**src/logic/cof_defines.svh**
```systemverilog
// Constants of the output framer: register indices, field positions,
// reset values and timing counts.
// Assumes inclusion by bare name from the framer module and the bench.
`ifndef COF_DEFINES_SVH
`define COF_DEFINES_SVH
// ==========================================================
// Register indices (byte address is four times the index)
`define COF_REG_MODE1   8'h23
`define COF_REG_CSICFG  8'h6A
`define COF_REG_CTRL    8'h70
`define COF_REG_STAT    8'h71
`define COF_REG_TIMING  8'h72
`define COF_REG_RATE    8'h73
// ==========================================================
// Field positions and reset values
`define COF_M1_LSB      3
`define COF_LP_LSB      4
`define COF_CC_BIT      1
`define COF_DT_LSB      8
`define COF_MODE1_RST   32'h0000_0000
`define COF_CSICFG_RST  32'h0000_0000
`define COF_CTRL_RST    32'h0000_2400
// ==========================================================
// Packet data types
`define COF_DT_FS       6'h00
`define COF_DT_FE       6'h01
// ==========================================================
// Timing: clock rate, measuring window, blanking threshold
`define COF_CLK_MHZ     200
`define COF_WIN_NS      10000
`define COF_WIN_CYC     (`COF_WIN_NS * `COF_CLK_MHZ / 1000)
`define COF_HBLANK_PCLK 96
// ==========================================================
// Pixel clock limits in MHz and lane rate ratios
`define COF_1IN_MIN     25
`define COF_1IN_MAX     96
`define COF_2IN4_MIN    50
`define COF_2IN4_MAX    170
`define COF_2IN2_MIN    25
`define COF_2IN2_MAX    48
`define COF_RATIO_4L    7
`define COF_RATIO_2L    14
`endif

```
**src/logic/cof_pkg.sv**
```systemverilog
// Types shared by the output framer.
// Assumes nothing beyond the constants header.
package cof_pkg;
  // ==========================================================
  // Packet sequencer states.
  typedef enum logic [2:0] {ST_IDLE, ST_FE, ST_GAP, ST_LINE, ST_CRC, ST_END} cof_st_t;
endpackage

```
**src/logic/cof_framer.sv**
```systemverilog
// Output framer: pixel stream to lane words, packets, lane states.
// Assumes a 200 MHz i_clk, pixel clock well below half of it, and an
// Avalon-MM master that holds each request until waitrequest is low.
`timescale 1ns/1ps
`include "cof_defines.svh"

// Overview of operation
// - one input, two lanes: 25-96 MHz, 14x.
// - two inputs, four lanes: 50-170 MHz, 7x.
// - two inputs, two lanes: 25-48 MHz, 14x.
// - merge both input streams into one packet stream.
// - replicate mirrors lanes and clock onto port one.
// - configuration from straps or overriding register bits.
// - lane/port code: 0-3 valid, 4-7 reserved.
// - single-port codes use port select; both ignore it.
// - pixel bits map directly onto payload bytes.
// - after sync ends send frame end, frame start.
// - each line valid rise sends one long packet.
// - data lanes stop after packet, clock keeps running.
// - half-rate clock is 3.5x or 7x pixel clock.
// - lane rate is 7x four lanes, 14x two.
// - clock leads data; first edge on first bit.
// - data in bursts, low power between bursts.
// - detect input format, derive output timing automatically.
// - measure rates from sync and line valid.
// - unused ports and lanes held in stop state.
// - override fields at 0x23[4:3] and 0x6A[5:4].
// - clock stops after 96 blank pixels, non-continuous.
module cof_framer (
  input  wire logic        i_clk,
  input  wire logic        i_rst,
  input  wire logic [9:0]  i_avs_address,
  input  wire logic        i_avs_read,
  input  wire logic        i_avs_write,
  input  wire logic [31:0] i_avs_writedata,
  input  wire logic [3:0]  i_avs_byteenable,
  output logic      [31:0] o_avs_readdata,
  output logic             o_avs_waitrequest,
  input  wire logic [2:0]  i_lane_port_strap,
  input  wire logic [2:0]  i_port_link_strap,
  input  wire logic        i_pix_clk,
  input  wire logic        i_vertical_sync,
  input  wire logic        i_line_valid_strobe,
  input  wire logic [23:0] i_pix_data0,
  input  wire logic [23:0] i_pix_data1,
  output logic      [31:0] o_port_zero_data,
  output logic      [3:0]  o_port_zero_data_hs,
  output logic             o_port_zero_clk_hs,
  output logic      [31:0] o_port_one_data_lanes,
  output logic      [3:0]  o_port_one_data_hs,
  output logic             o_port_one_clock_lane_hs,
  output logic             o_word_valid,
  output logic      [3:0]  o_lane_ratio,
  output logic             o_bc_rate_20,
  output logic             o_cable_coax
);
  // ==========================================================
  // Helper functions

  // Byte-lane merge for register writes.
  function automatic logic [31:0] be_merge(input logic [31:0] o, input logic [31:0] n,
                                           input logic [3:0] be);
    for (int i = 0; i < 4; i++) begin
      if (be[i]) begin
        o[i*8 +: 8] = n[i*8 +: 8];
      end
    end
    return o;
  endfunction

  // Pixel clock window check, figures in MHz; count is MHz times ten.
  function automatic logic in_rng(input logic [11:0] v, input int lo, input int hi);
    return (v >= 12'(lo * 10)) && (v <= 12'(hi * 10));
  endfunction

  // Reflected CRC-16 over three or six bytes of a pixel group.
  function automatic logic [15:0] crc_px(input logic [15:0] c, input logic [47:0] d,
                                         input logic dual);
    for (int i = 0; i < 6; i++) begin
      if (i < 3 || dual) begin
        for (int b = 0; b < 8; b++) begin
          c = ((c[0] ^ d[i*8+b]) != 1'b0) ? ((c >> 1) ^ 16'h8408) : (c >> 1);
        end
      end
    end
    return c;
  endfunction

  // Packet header: identifier, word count, position-syndrome check byte.
  function automatic logic [31:0] hdr(input logic [5:0] dt, input logic [15:0] wc);
    logic [23:0] d;
    logic [5:0]  e;
    d = {wc, 2'b00, dt};
    e = 6'h00;
    for (int i = 0; i < 24; i++) begin
      if (d[i]) begin
        e = e ^ 6'(i + 3);
      end
    end
    return {2'b00, e, d};
  endfunction

  // ==========================================================
  // Input synchronisers: straps, pixel clock, timing and pixel bits.
  // Stage one feeds only stage two; a bit counts once stages two and
  // three agree. Data are taken from stage three at the clock edge.
  localparam int SW = 57;
  logic [SW-1:0] s1_r, s2_r, s3_r, ag_r;
  always_ff @(posedge i_clk) begin
    s1_r <= {i_lane_port_strap, i_port_link_strap, i_pix_clk, i_vertical_sync,
             i_line_valid_strobe, i_pix_data1, i_pix_data0};
    s2_r <= s1_r;
    s3_r <= s2_r;
  end

  // Agreed level per bit; only the straps and the clock use it.
  always_ff @(posedge i_clk) begin
    if (i_rst) begin
      ag_r <= '0;
    end else begin
      ag_r <= (~(s2_r ^ s3_r) & s3_r) | ((s2_r ^ s3_r) & ag_r);
    end
  end

  logic        pix_rise;  // One-cycle pulse per pixel clock rise.
  logic        vs_in;     // Sync level at the pixel edge.
  logic        de_in;     // Line valid level at the pixel edge.
  logic [47:0] px_in;     // Both pixel words, port one on top.
  assign pix_rise = s2_r[50] & s3_r[50] & ~ag_r[50];
  assign vs_in    = s3_r[49];
  assign de_in    = s3_r[48];
  assign px_in    = s3_r[47:0];

  // Sync and line valid as seen at the previous pixel edge.
  logic vs_px_r, de_px_r;
  always_ff @(posedge i_clk) begin
    if (i_rst) begin
      vs_px_r <= 1'b0;
      de_px_r <= 1'b0;
    end else if (pix_rise) begin
      vs_px_r <= vs_in;
      de_px_r <= de_in;
    end
  end

  logic vs_fall, de_rise, de_fall;
  assign vs_fall = pix_rise & vs_px_r & ~vs_in;
  assign de_rise = pix_rise & ~de_px_r & de_in;
  assign de_fall = pix_rise & de_px_r & ~de_in;

  // ==========================================================
  // Registers reached over Avalon-MM.
  logic [31:0] mode1_r, csicfg_r, ctrl_r;   // Writable configuration.
  logic [31:0] stat_w, timing_w, rate_w;    // Read-only views.
  logic        rack_r;                      // Read answer stage.
  logic        hit;                         // Aligned access.
  logic [7:0]  idx;
  assign idx = i_avs_address[9:2];
  assign hit = (i_avs_address[1:0] == 2'b00);
  // Reads wait one cycle so read data come from a flop; writes never wait.
  assign o_avs_waitrequest = i_avs_read & ~rack_r;

  // Writes to the configuration registers; other offsets ignore writes.
  always_ff @(posedge i_clk) begin
    if (i_rst) begin
      mode1_r  <= `COF_MODE1_RST;
      csicfg_r <= `COF_CSICFG_RST;
      ctrl_r   <= `COF_CTRL_RST;
    end else if (i_avs_write && hit) begin
      case (idx)
        `COF_REG_MODE1:  mode1_r  <= be_merge(mode1_r, i_avs_writedata, i_avs_byteenable);
        `COF_REG_CSICFG: csicfg_r <= be_merge(csicfg_r, i_avs_writedata, i_avs_byteenable);
        `COF_REG_CTRL:   ctrl_r   <= be_merge(ctrl_r, i_avs_writedata, i_avs_byteenable);
        default: begin
        end
      endcase
    end
  end

  // Read answer; unmapped offsets read as zero.
  always_ff @(posedge i_clk) begin
    if (i_rst) begin
      rack_r         <= 1'b0;
      o_avs_readdata <= '0;
    end else begin
      rack_r <= i_avs_read & ~rack_r;
      if (i_avs_read && !rack_r) begin
        case (hit ? idx : 8'hFF)
          `COF_REG_MODE1:  o_avs_readdata <= mode1_r;
          `COF_REG_CSICFG: o_avs_readdata <= csicfg_r;
          `COF_REG_CTRL:   o_avs_readdata <= ctrl_r;
          `COF_REG_STAT:   o_avs_readdata <= stat_w;
          `COF_REG_TIMING: o_avs_readdata <= timing_w;
          `COF_REG_RATE:   o_avs_readdata <= rate_w;
          default:         o_avs_readdata <= '0;
        endcase
      end
    end
  end

  // ==========================================================
  // Configuration decode.
  logic       ovr_lp, ovr_pl, repl, dual, cont;
  logic [5:0] dt;
  logic [2:0] lp_code, pl_code;
  logic       rsvd, lanes4, both, sel1, p0_on, p1_on;
  logic [3:0] lane_mask;
  assign ovr_lp = ctrl_r[0];
  assign ovr_pl = ctrl_r[1];
  assign repl   = ctrl_r[2];
  assign dual   = ctrl_r[3];
  assign dt     = ctrl_r[`COF_DT_LSB +: 6];
  assign cont   = csicfg_r[`COF_CC_BIT];
  // Register fields replace the lane/port code and the top two port link strap bits when enabled.
  assign lp_code = ovr_lp ? {1'b0, csicfg_r[`COF_LP_LSB +: 2]} : ag_r[56:54];
  assign pl_code = ovr_pl ? {mode1_r[`COF_M1_LSB +: 2], ag_r[51]} : ag_r[53:51];
  assign rsvd   = lp_code[2];
  assign lanes4 = ~lp_code[1];
  assign both   = lp_code[0];
  assign sel1   = pl_code[2];
  // Both-port codes ignore the port select.
  assign p0_on  = ~rsvd & (both | ~sel1);
  assign p1_on  = ~rsvd & (both | sel1 | repl);
  assign lane_mask = lanes4 ? 4'hF : 4'h3;
  assign o_bc_rate_20 = pl_code[1];
  assign o_cable_coax = pl_code[0];
  // Lane bit rate per pixel clock; the half-rate clock is half of it.
  assign o_lane_ratio = lanes4 ? 4'(`COF_RATIO_4L) : 4'(`COF_RATIO_2L);

  // ==========================================================
  // Pixel clock measurement: edges counted in a fixed window.
  logic [11:0] win_r, edg_r, pclk10_r;
  logic        rng_ok;
  always_ff @(posedge i_clk) begin
    if (i_rst) begin
      win_r    <= '0;
      edg_r    <= '0;
      pclk10_r <= '0;
    end else if (win_r == 12'(`COF_WIN_CYC - 1)) begin
      win_r    <= '0;
      edg_r    <= 12'(pix_rise);
      pclk10_r <= edg_r;
    end else begin
      win_r <= win_r + 12'd1;
      edg_r <= edg_r + 12'(pix_rise);
    end
  end
  assign rng_ok = !dual ? in_rng(pclk10_r, `COF_1IN_MIN, `COF_1IN_MAX)
                : lanes4 ? in_rng(pclk10_r, `COF_2IN4_MIN, `COF_2IN4_MAX)
                : in_rng(pclk10_r, `COF_2IN2_MIN, `COF_2IN2_MAX);

  // ==========================================================
  // Format detection: pixels per line, lines and pixels per frame.
  logic [15:0] px_cnt_r, len_r, ln_cnt_r, lines_r, plen_r;
  logic [31:0] fr_cnt_r, frame_r;
  logic        lock_r;
  always_ff @(posedge i_clk) begin
    if (i_rst) begin
      px_cnt_r <= '0;
      len_r    <= '0;
      ln_cnt_r <= '0;
      lines_r  <= '0;
      plen_r   <= '0;
      fr_cnt_r <= '0;
      frame_r  <= '0;
      lock_r   <= 1'b0;
    end else if (pix_rise) begin
      fr_cnt_r <= fr_cnt_r + 32'd1;
      if (de_in) begin
        px_cnt_r <= de_px_r ? px_cnt_r + 16'd1 : 16'd1;
      end
      if (de_rise) begin
        ln_cnt_r <= ln_cnt_r + 16'd1;
      end
      if (de_fall) begin
        len_r <= px_cnt_r;
      end
      if (vs_in && !vs_px_r) begin
        // A frame is locked when two frames in a row match.
        lines_r  <= ln_cnt_r;
        plen_r   <= len_r;
        frame_r  <= fr_cnt_r;
        lock_r   <= (ln_cnt_r == lines_r) && (len_r == plen_r) && (len_r != 16'd0);
        ln_cnt_r <= '0;
        fr_cnt_r <= 32'd1;
      end
    end
  end
  assign stat_w   = {12'h000, 4'(lanes4 ? `COF_RATIO_4L : `COF_RATIO_2L), 4'h0, lock_r,
                     o_cable_coax, o_bc_rate_20, lanes4, rng_ok, rsvd, pl_code, lp_code};
  assign timing_w = {lines_r, len_r};
  assign rate_w   = frame_r;

  // ==========================================================
  // Packet sequencer and byte queue.
  cof_pkg::cof_st_t st_r;
  logic [95:0] pend_r, push_d;
  logic [3:0]  pend_n_r, push_n, n_pop;
  logic [15:0] crc_r, wc;
  logic [47:0] px_bytes;
  logic        pop, drained;
  logic [1:0]  fill_r;
  assign pop      = (pend_n_r != 4'd0);
  assign n_pop    = pend_n_r - 4'(pop);
  assign drained  = (pend_n_r == 4'd0) && (fill_r == 2'd0);
  // Pixel bits go straight to bytes; two inputs give two pixels per edge.
  assign px_bytes = dual ? px_in : {24'h00_0000, px_in[23:0]};
  assign wc       = 16'(len_r * (dual ? 16'd6 : 16'd3));

  // Bytes pushed by each state.
  always_comb begin
    push_n = 4'd0;
    push_d = '0;
    case (st_r)
      cof_pkg::ST_IDLE: begin
        if (de_rise) begin
          push_n = dual ? 4'd10 : 4'd7;
          push_d = {16'h0000, px_bytes, hdr(dt, wc)};
        end else if (vs_fall) begin
          push_n = 4'd4;
          push_d = {64'h0, hdr(`COF_DT_FE, 16'h0000)};
        end
      end
      cof_pkg::ST_GAP: begin
        push_n = 4'd4;
        push_d = {64'h0, hdr(`COF_DT_FS, 16'h0000)};
      end
      cof_pkg::ST_LINE: begin
        if (pix_rise && de_in) begin
          push_n = dual ? 4'd6 : 4'd3;
          push_d = {48'h0, px_bytes};
        end
      end
      cof_pkg::ST_CRC: begin
        push_n = 4'd2;
        push_d = {80'h0, crc_r};
      end
      default: begin
      end
    endcase
  end

  // Queue: one byte leaves per cycle, new bytes join behind the rest.
  always_ff @(posedge i_clk) begin
    if (i_rst) begin
      pend_r   <= '0;
      pend_n_r <= '0;
    end else begin
      pend_r   <= (pop ? pend_r >> 8 : pend_r) | (push_d << {n_pop, 3'b000});
      pend_n_r <= n_pop + push_n;
    end
  end

  // Sequencer. A sync end seen during a line is not served.
  always_ff @(posedge i_clk) begin
    if (i_rst) begin
      st_r <= cof_pkg::ST_IDLE;
    end else begin
      case (st_r)
        cof_pkg::ST_IDLE: begin
          if (de_rise) begin
            st_r <= cof_pkg::ST_LINE;
          end else if (vs_fall) begin
            st_r <= cof_pkg::ST_FE;
          end
        end
        cof_pkg::ST_FE: begin
          if (drained) begin
            st_r <= cof_pkg::ST_GAP;
          end
        end
        cof_pkg::ST_GAP:  st_r <= cof_pkg::ST_END;
        cof_pkg::ST_LINE: begin
          if (de_fall) begin
            st_r <= cof_pkg::ST_CRC;
          end
        end
        cof_pkg::ST_CRC:  st_r <= cof_pkg::ST_END;
        cof_pkg::ST_END: begin
          if (drained) begin
            st_r <= cof_pkg::ST_IDLE;
          end
        end
        default: st_r <= cof_pkg::ST_IDLE;
      endcase
    end
  end

  // Payload checksum, restarted with the first pixel of each line.
  always_ff @(posedge i_clk) begin
    if (i_rst) begin
      crc_r <= 16'hFFFF;
    end else if (st_r == cof_pkg::ST_IDLE && de_rise) begin
      crc_r <= crc_px(16'hFFFF, px_bytes, dual);
    end else if (st_r == cof_pkg::ST_LINE && pix_rise && de_in) begin
      crc_r <= crc_px(crc_r, px_bytes, dual);
    end
  end

  // ==========================================================
  // Lane assembler: bytes dealt across the active lanes.
  logic [31:0] word_r, data_r;
  logic        full, flush;
  assign full  = (fill_r == (lanes4 ? 2'd3 : 2'd1));
  assign flush = (st_r == cof_pkg::ST_FE || st_r == cof_pkg::ST_END) && !pop
                 && (fill_r != 2'd0);
  always_ff @(posedge i_clk) begin
    if (i_rst) begin
      word_r       <= '0;
      data_r       <= '0;
      fill_r       <= '0;
      o_word_valid <= 1'b0;
    end else begin
      o_word_valid <= 1'b0;
      if (pop && full) begin
        data_r       <= word_r | ({24'h00_0000, pend_r[7:0]} << {fill_r, 3'b000});
        o_word_valid <= 1'b1;
        word_r       <= '0;
        fill_r       <= '0;
      end else if (pop) begin
        word_r[{fill_r, 3'b000} +: 8] <= pend_r[7:0];
        fill_r <= fill_r + 2'd1;
      end else if (flush) begin
        // A short tail leaves zero-padded.
        data_r       <= word_r;
        o_word_valid <= 1'b1;
        word_r       <= '0;
        fill_r       <= '0;
      end
    end
  end
  assign o_port_zero_data      = data_r;
  assign o_port_one_data_lanes = data_r;

  // ==========================================================
  // Lane states. The clock lane follows the packet flag directly and
  // the data lanes one cycle later, so the clock is running before
  // the first payload bit.
  logic       act, act_r, clk_on;
  logic [6:0] blank_r;
  assign act    = (st_r != cof_pkg::ST_IDLE) && (st_r != cof_pkg::ST_GAP);
  // Non-continuous mode stops the clock only after a long blank.
  assign clk_on = cont || act || (blank_r < 7'(`COF_HBLANK_PCLK));
  always_ff @(posedge i_clk) begin
    if (i_rst) begin
      blank_r <= 7'(`COF_HBLANK_PCLK);
    end else if (act) begin
      blank_r <= '0;
    end else if (pix_rise && blank_r < 7'(`COF_HBLANK_PCLK)) begin
      blank_r <= blank_r + 7'd1;
    end
  end

  // Unused ports and lanes stay in the stop state.
  always_ff @(posedge i_clk) begin
    if (i_rst) begin
      act_r                    <= 1'b0;
      o_port_zero_data_hs      <= '0;
      o_port_one_data_hs       <= '0;
      o_port_zero_clk_hs       <= 1'b0;
      o_port_one_clock_lane_hs <= 1'b0;
    end else begin
      act_r                    <= act;
      o_port_zero_data_hs      <= {4{act_r & p0_on}} & lane_mask;
      o_port_one_data_hs       <= {4{act_r & p1_on}} & lane_mask;
      o_port_zero_clk_hs       <= clk_on & p0_on;
      o_port_one_clock_lane_hs <= clk_on & p1_on;
    end
  end
endmodule  // cof_framer

```
**config.mk**
```make
export PLATFORM = sky130hd
export DESIGN_NAME = cof_framer
export DESIGN_NICKNAME = d
export VERILOG_FILES = /design/src/logic/cof_pkg.sv /design/src/logic/cof_framer.sv
export VERILOG_INCLUDE_DIRS = /design/src /design/src/logic
export SDC_FILE = /design/constraint.sdc
export NUM_CORES = 2
export LEC_CHECK = 0
export ABC_CLOCK_PERIOD_IN_PS = 14500
export CAP_MARGIN = 20
export CORE_AREA = 3 3 202 353
export DETAILED_ROUTE_END_ITERATION = 16
export DIE_AREA = 0 0 205 356
export DONT_BUFFER_PORTS = 1
export HOLD_SLACK_MARGIN = 0.15
export PLACE_DENSITY = 0.62
export SLEW_MARGIN = 20
export SYNTH_ARGS = -nofsm -noshare
export SYNTH_HDL_FRONTEND = slang
export SYNTH_SLANG_ARGS = --single-unit
```
**constraint.sdc**
```tcl
create_clock -name i_clk -period 14.5 [get_ports i_clk]
set_clock_uncertainty 0.2 [all_clocks]
set_input_delay 3.625 -clock i_clk [delete_from_list [all_inputs] [get_ports i_clk]]
set_output_delay 3.625 -clock i_clk [all_outputs]
set_load 0.05 [all_outputs]
```
==> flow_summary.ini <==
[floorplan]
die_height_um = 356
ioPinCount = 221
core-area_mm2 = 0.0686
start_util_pct = 48.9
dieArea_mm2 = 0.0730
floorplan.rows = 127
dieWidth_um = 205

[hold_path]
worstHoldStart = s1_r[18]
min_delay_path_depth = 0
timing.hold.worst_endpoint = s2_r[18]
hold_path_class = reg2reg

[timing]
post-route-period-util_pct = 57.2
timing.max_slew.rel_slack_pct = 27.4
hold_viol = 0
clock.fmax_ghz = 0.121
min_period_ns = 8.29
timing.setup.tns_ns = 0
report.final.setup_viol = 0
worst_slew_pin_slew_ns = 1.09
final-max-slew-violation-count = 0
rsz0062_at_grt = no

[final_layout]
antenna-diode-count = 0
drive_above_1_share_pct = 5.99
nets = 3878
synthToLayoutAreaGrowth_pct = 10.1
post_route_insts_no_fill = 4677
postLayoutCellArea_mm2 = 0.0369
fraction_of_the_core_area_covered_by_cells_at_the_end_of_the_flow_pct = 53.8

[yosys]
synth.cell_area_mm2 = 0.0336
main_synth_ff_type = dfxtp_1
synthesis.yosys.warnings = 0
synthArstFlopShare_pct = 0
post_synth_inst_count = 3820
synth_seq_area_share_pct = 41.2
synth_enable_flop_cells = 0
yosys.cell_types.count = 86
synth_seq_cells = 690
syn-mean-instance-area_um2 = 8.78

[cts]
cts.htree.levels = 3
setup_fix_buffers_added_after_clock_tree_synthesis = 0
insertion_delay_ns = 0.64
root_buffer = clkbuf_16
cts_made_buffers = 66
ctsResizeCount = 0
tritoncts = done
cts_num_sinks = 690
cts-root-to-sink-buffers = 3
postCtsHoldBufs = 77
clkTransAtPathRegs_ns = 0.06

[worst_setup_path]
crit_chain = nand2b_1 > buf_4 > inv_1
cpMaxStageDelayCell = inv_1
timing.reg2reg.setup_slack_ns = 8.11
required_ns = 10.68
ff_to_ff_end = pend_r[92]
critical_path.startpoint_type = input port
slowest_delay_ns = 0.40
cp_num_buf_inv = 2
crit_start = i_avs_read
cp-end-kind = output pin
reg2reg_depth = 21
rr_startpoint = ctrl_r[3]
criticalPathCategory = in2out
cpLargestDelayFamily = buffers and inverters
critPathArrivalTime_ns = 4.46
worst-path-max-fanout = 35

[drt]
wl_per_cell_um = 23.1
drt_first_pass_iters = 9
wirelength_um = 108000
ant_nets = 0
route.vias.total = 27451
drt-initial-drc-count = 2152
routed_via_density = 5.87
detail_route.drc_violations = 0

[placement]
place_hpwl_um = 77800
buffer_ports.inserted = 0
place.gp.congestion = 0.995
dp.cells = 4483
dpl-instance-area_mm2 = 0.0339

[pwr]
power.density_cell_area_mw_per_mm2 = 236
pwr-share-seq_pct = 25.0
cell_internal_pwr_w = 0.00496
net-switching-power_w = 0.00376
sw_frac_of_total_pct = 43.1
vdd_drop_max_v = 0.000282
p_clk_share_pct = 21.1
cellLeakagePower_nw = 14.6
comb_power_share_pct = 53.9

[global_route]
grt_use_met2_pct = 52.4
grt_pass1_wl_um = 163000
top_usage_layer = met2
grt_use_met3_pct = 4.36
grt_use_met1_pct = 30.7
grt_antenna_before_repair = 0
maximum_number_of_pins_on_one_net_before_global_route_repair = 373
gr-usage-all-layers_pct = 29.1
grt_pass1_vias = 26882
total_overflow_reported_by_the_global_router = 0

[run]
drv_cap = 0

[run_status]
status = complete, no violations
-- per-layer routing --
layer  share of wire (%)  vias to the layer above
met5                   0                        -
met4                 8.4                        0
met3                 5.3                      372
met2                  51                     1028
met1                  35                    13089
li1                    -                    12962
-- placed cells by master, fill, tap and decap left out, drive strengths merged, types with 21 or more instances in the layout --
cell,synthesis,final
xnor3,40,40
a222oi,29,29
o21ai,160,160
a221oi,21,21
mux2,27,27
nor3,23,23
a22oi,110,110
dfxtp,690,690
nand2,546,546
a21oi,220,220
xnor2,234,234
o22ai,44,44
xor2,175,175
nand4,24,24
nor2,469,469
and3,27,27
and2,32,32
nand3,75,75
buf,75,45
clkbuf,211,88
dlygate4sd3,0,77
inv,38,41
ha,31,31
a31oi,80,80
mux2i,187,187
-- cells by family after synthesis --
kind of cell,synth area share (%)
simple gates,16.2
buf+inv,4.14
xor+xnor,14.6
compound gates,15.3
other cells,0.0112
fa+ha+maj,2.05
flops,41.2
mux,6.55
-- worst max path at each step --
stage | endpoint | slack, ns | cells after the start
finish | o_avs_waitrequest | 6.21 | 3
global route | o_avs_waitrequest | 6.18 | 3
CTS | o_avs_waitrequest | 6.22 | 3
detailed placement | o_avs_waitrequest | 6.24 | 3
global placement | o_avs_waitrequest | 6.25 | 3
floorplan | o_avs_waitrequest | 6.48 | 3
-- power by group through the flow --
stage | clock, W | sequential, W | combinational (W)
after floorplan | 0 | 0.00215 | 0.00361
after global placement | 0 | 0.00222 | 0.00459
after detailed placement | 0 | 0.00222 | 0.00459
after CTS | 0.00187 | 0.00218 | 0.00463
after global routing | 0.00194 | 0.00219 | 0.00500
final | 0.00184 | 0.00218 | 0.00470
-- Yosys cell counts (44+ instances only) --
cell	count	area [um^2]
o22ai_1	44	275
mux2i_1	187	1870
o21ai_0	159	796
dfxtp_1	690	13800
a21oi_1	219	1100
xor2_1	170	1490
clkbuf_1	211	792
nor2_1	468	1760
a22oi_1	110	826
nand3_1	74	370
a31oi_1	80	500
xnor2_1	224	1960
nand2_1	546	2050
-- per-stage QoR --
stage               worst slack, ns  power (W)  hold slack, ns
floorplan                      6.48    0.00576           0.110
global placement               6.25    0.00681           0.110
detailed placement             6.24    0.00682           0.112
CTS                            6.22    0.00869           0.150
global route                   6.18    0.00914           0.152
finish                         6.21    0.00872           0.143
-- sequential cells by signal, summed over array words and instances, names as in the netlist, 32 cells and up, named ones only --
signal	cells
mode1_r	32
s1_r	57
o_port_one_data_lanes	32
fr_cnt_r	32
o_avs_readdata	32
frame_r	32
pend_r	96
csicfg_r	32
s3_r	57
word_r	32
ctrl_r	32
s2_r	57
-- final cells by class --
cell class / instances / area (um^2)
Fill cell: 6402 / 31700
Multi-Input combinational cell: 2806 / 18400
Sequential cell: 690 / 13800
Clock buffer: 88 / 1840
Tap cell: 903 / 1130
Timing Repair Buffer: 122 / 1110
Clock inverter: 29 / 452
Inverter: 39 / 146
(Power assumes the default switching activity.)
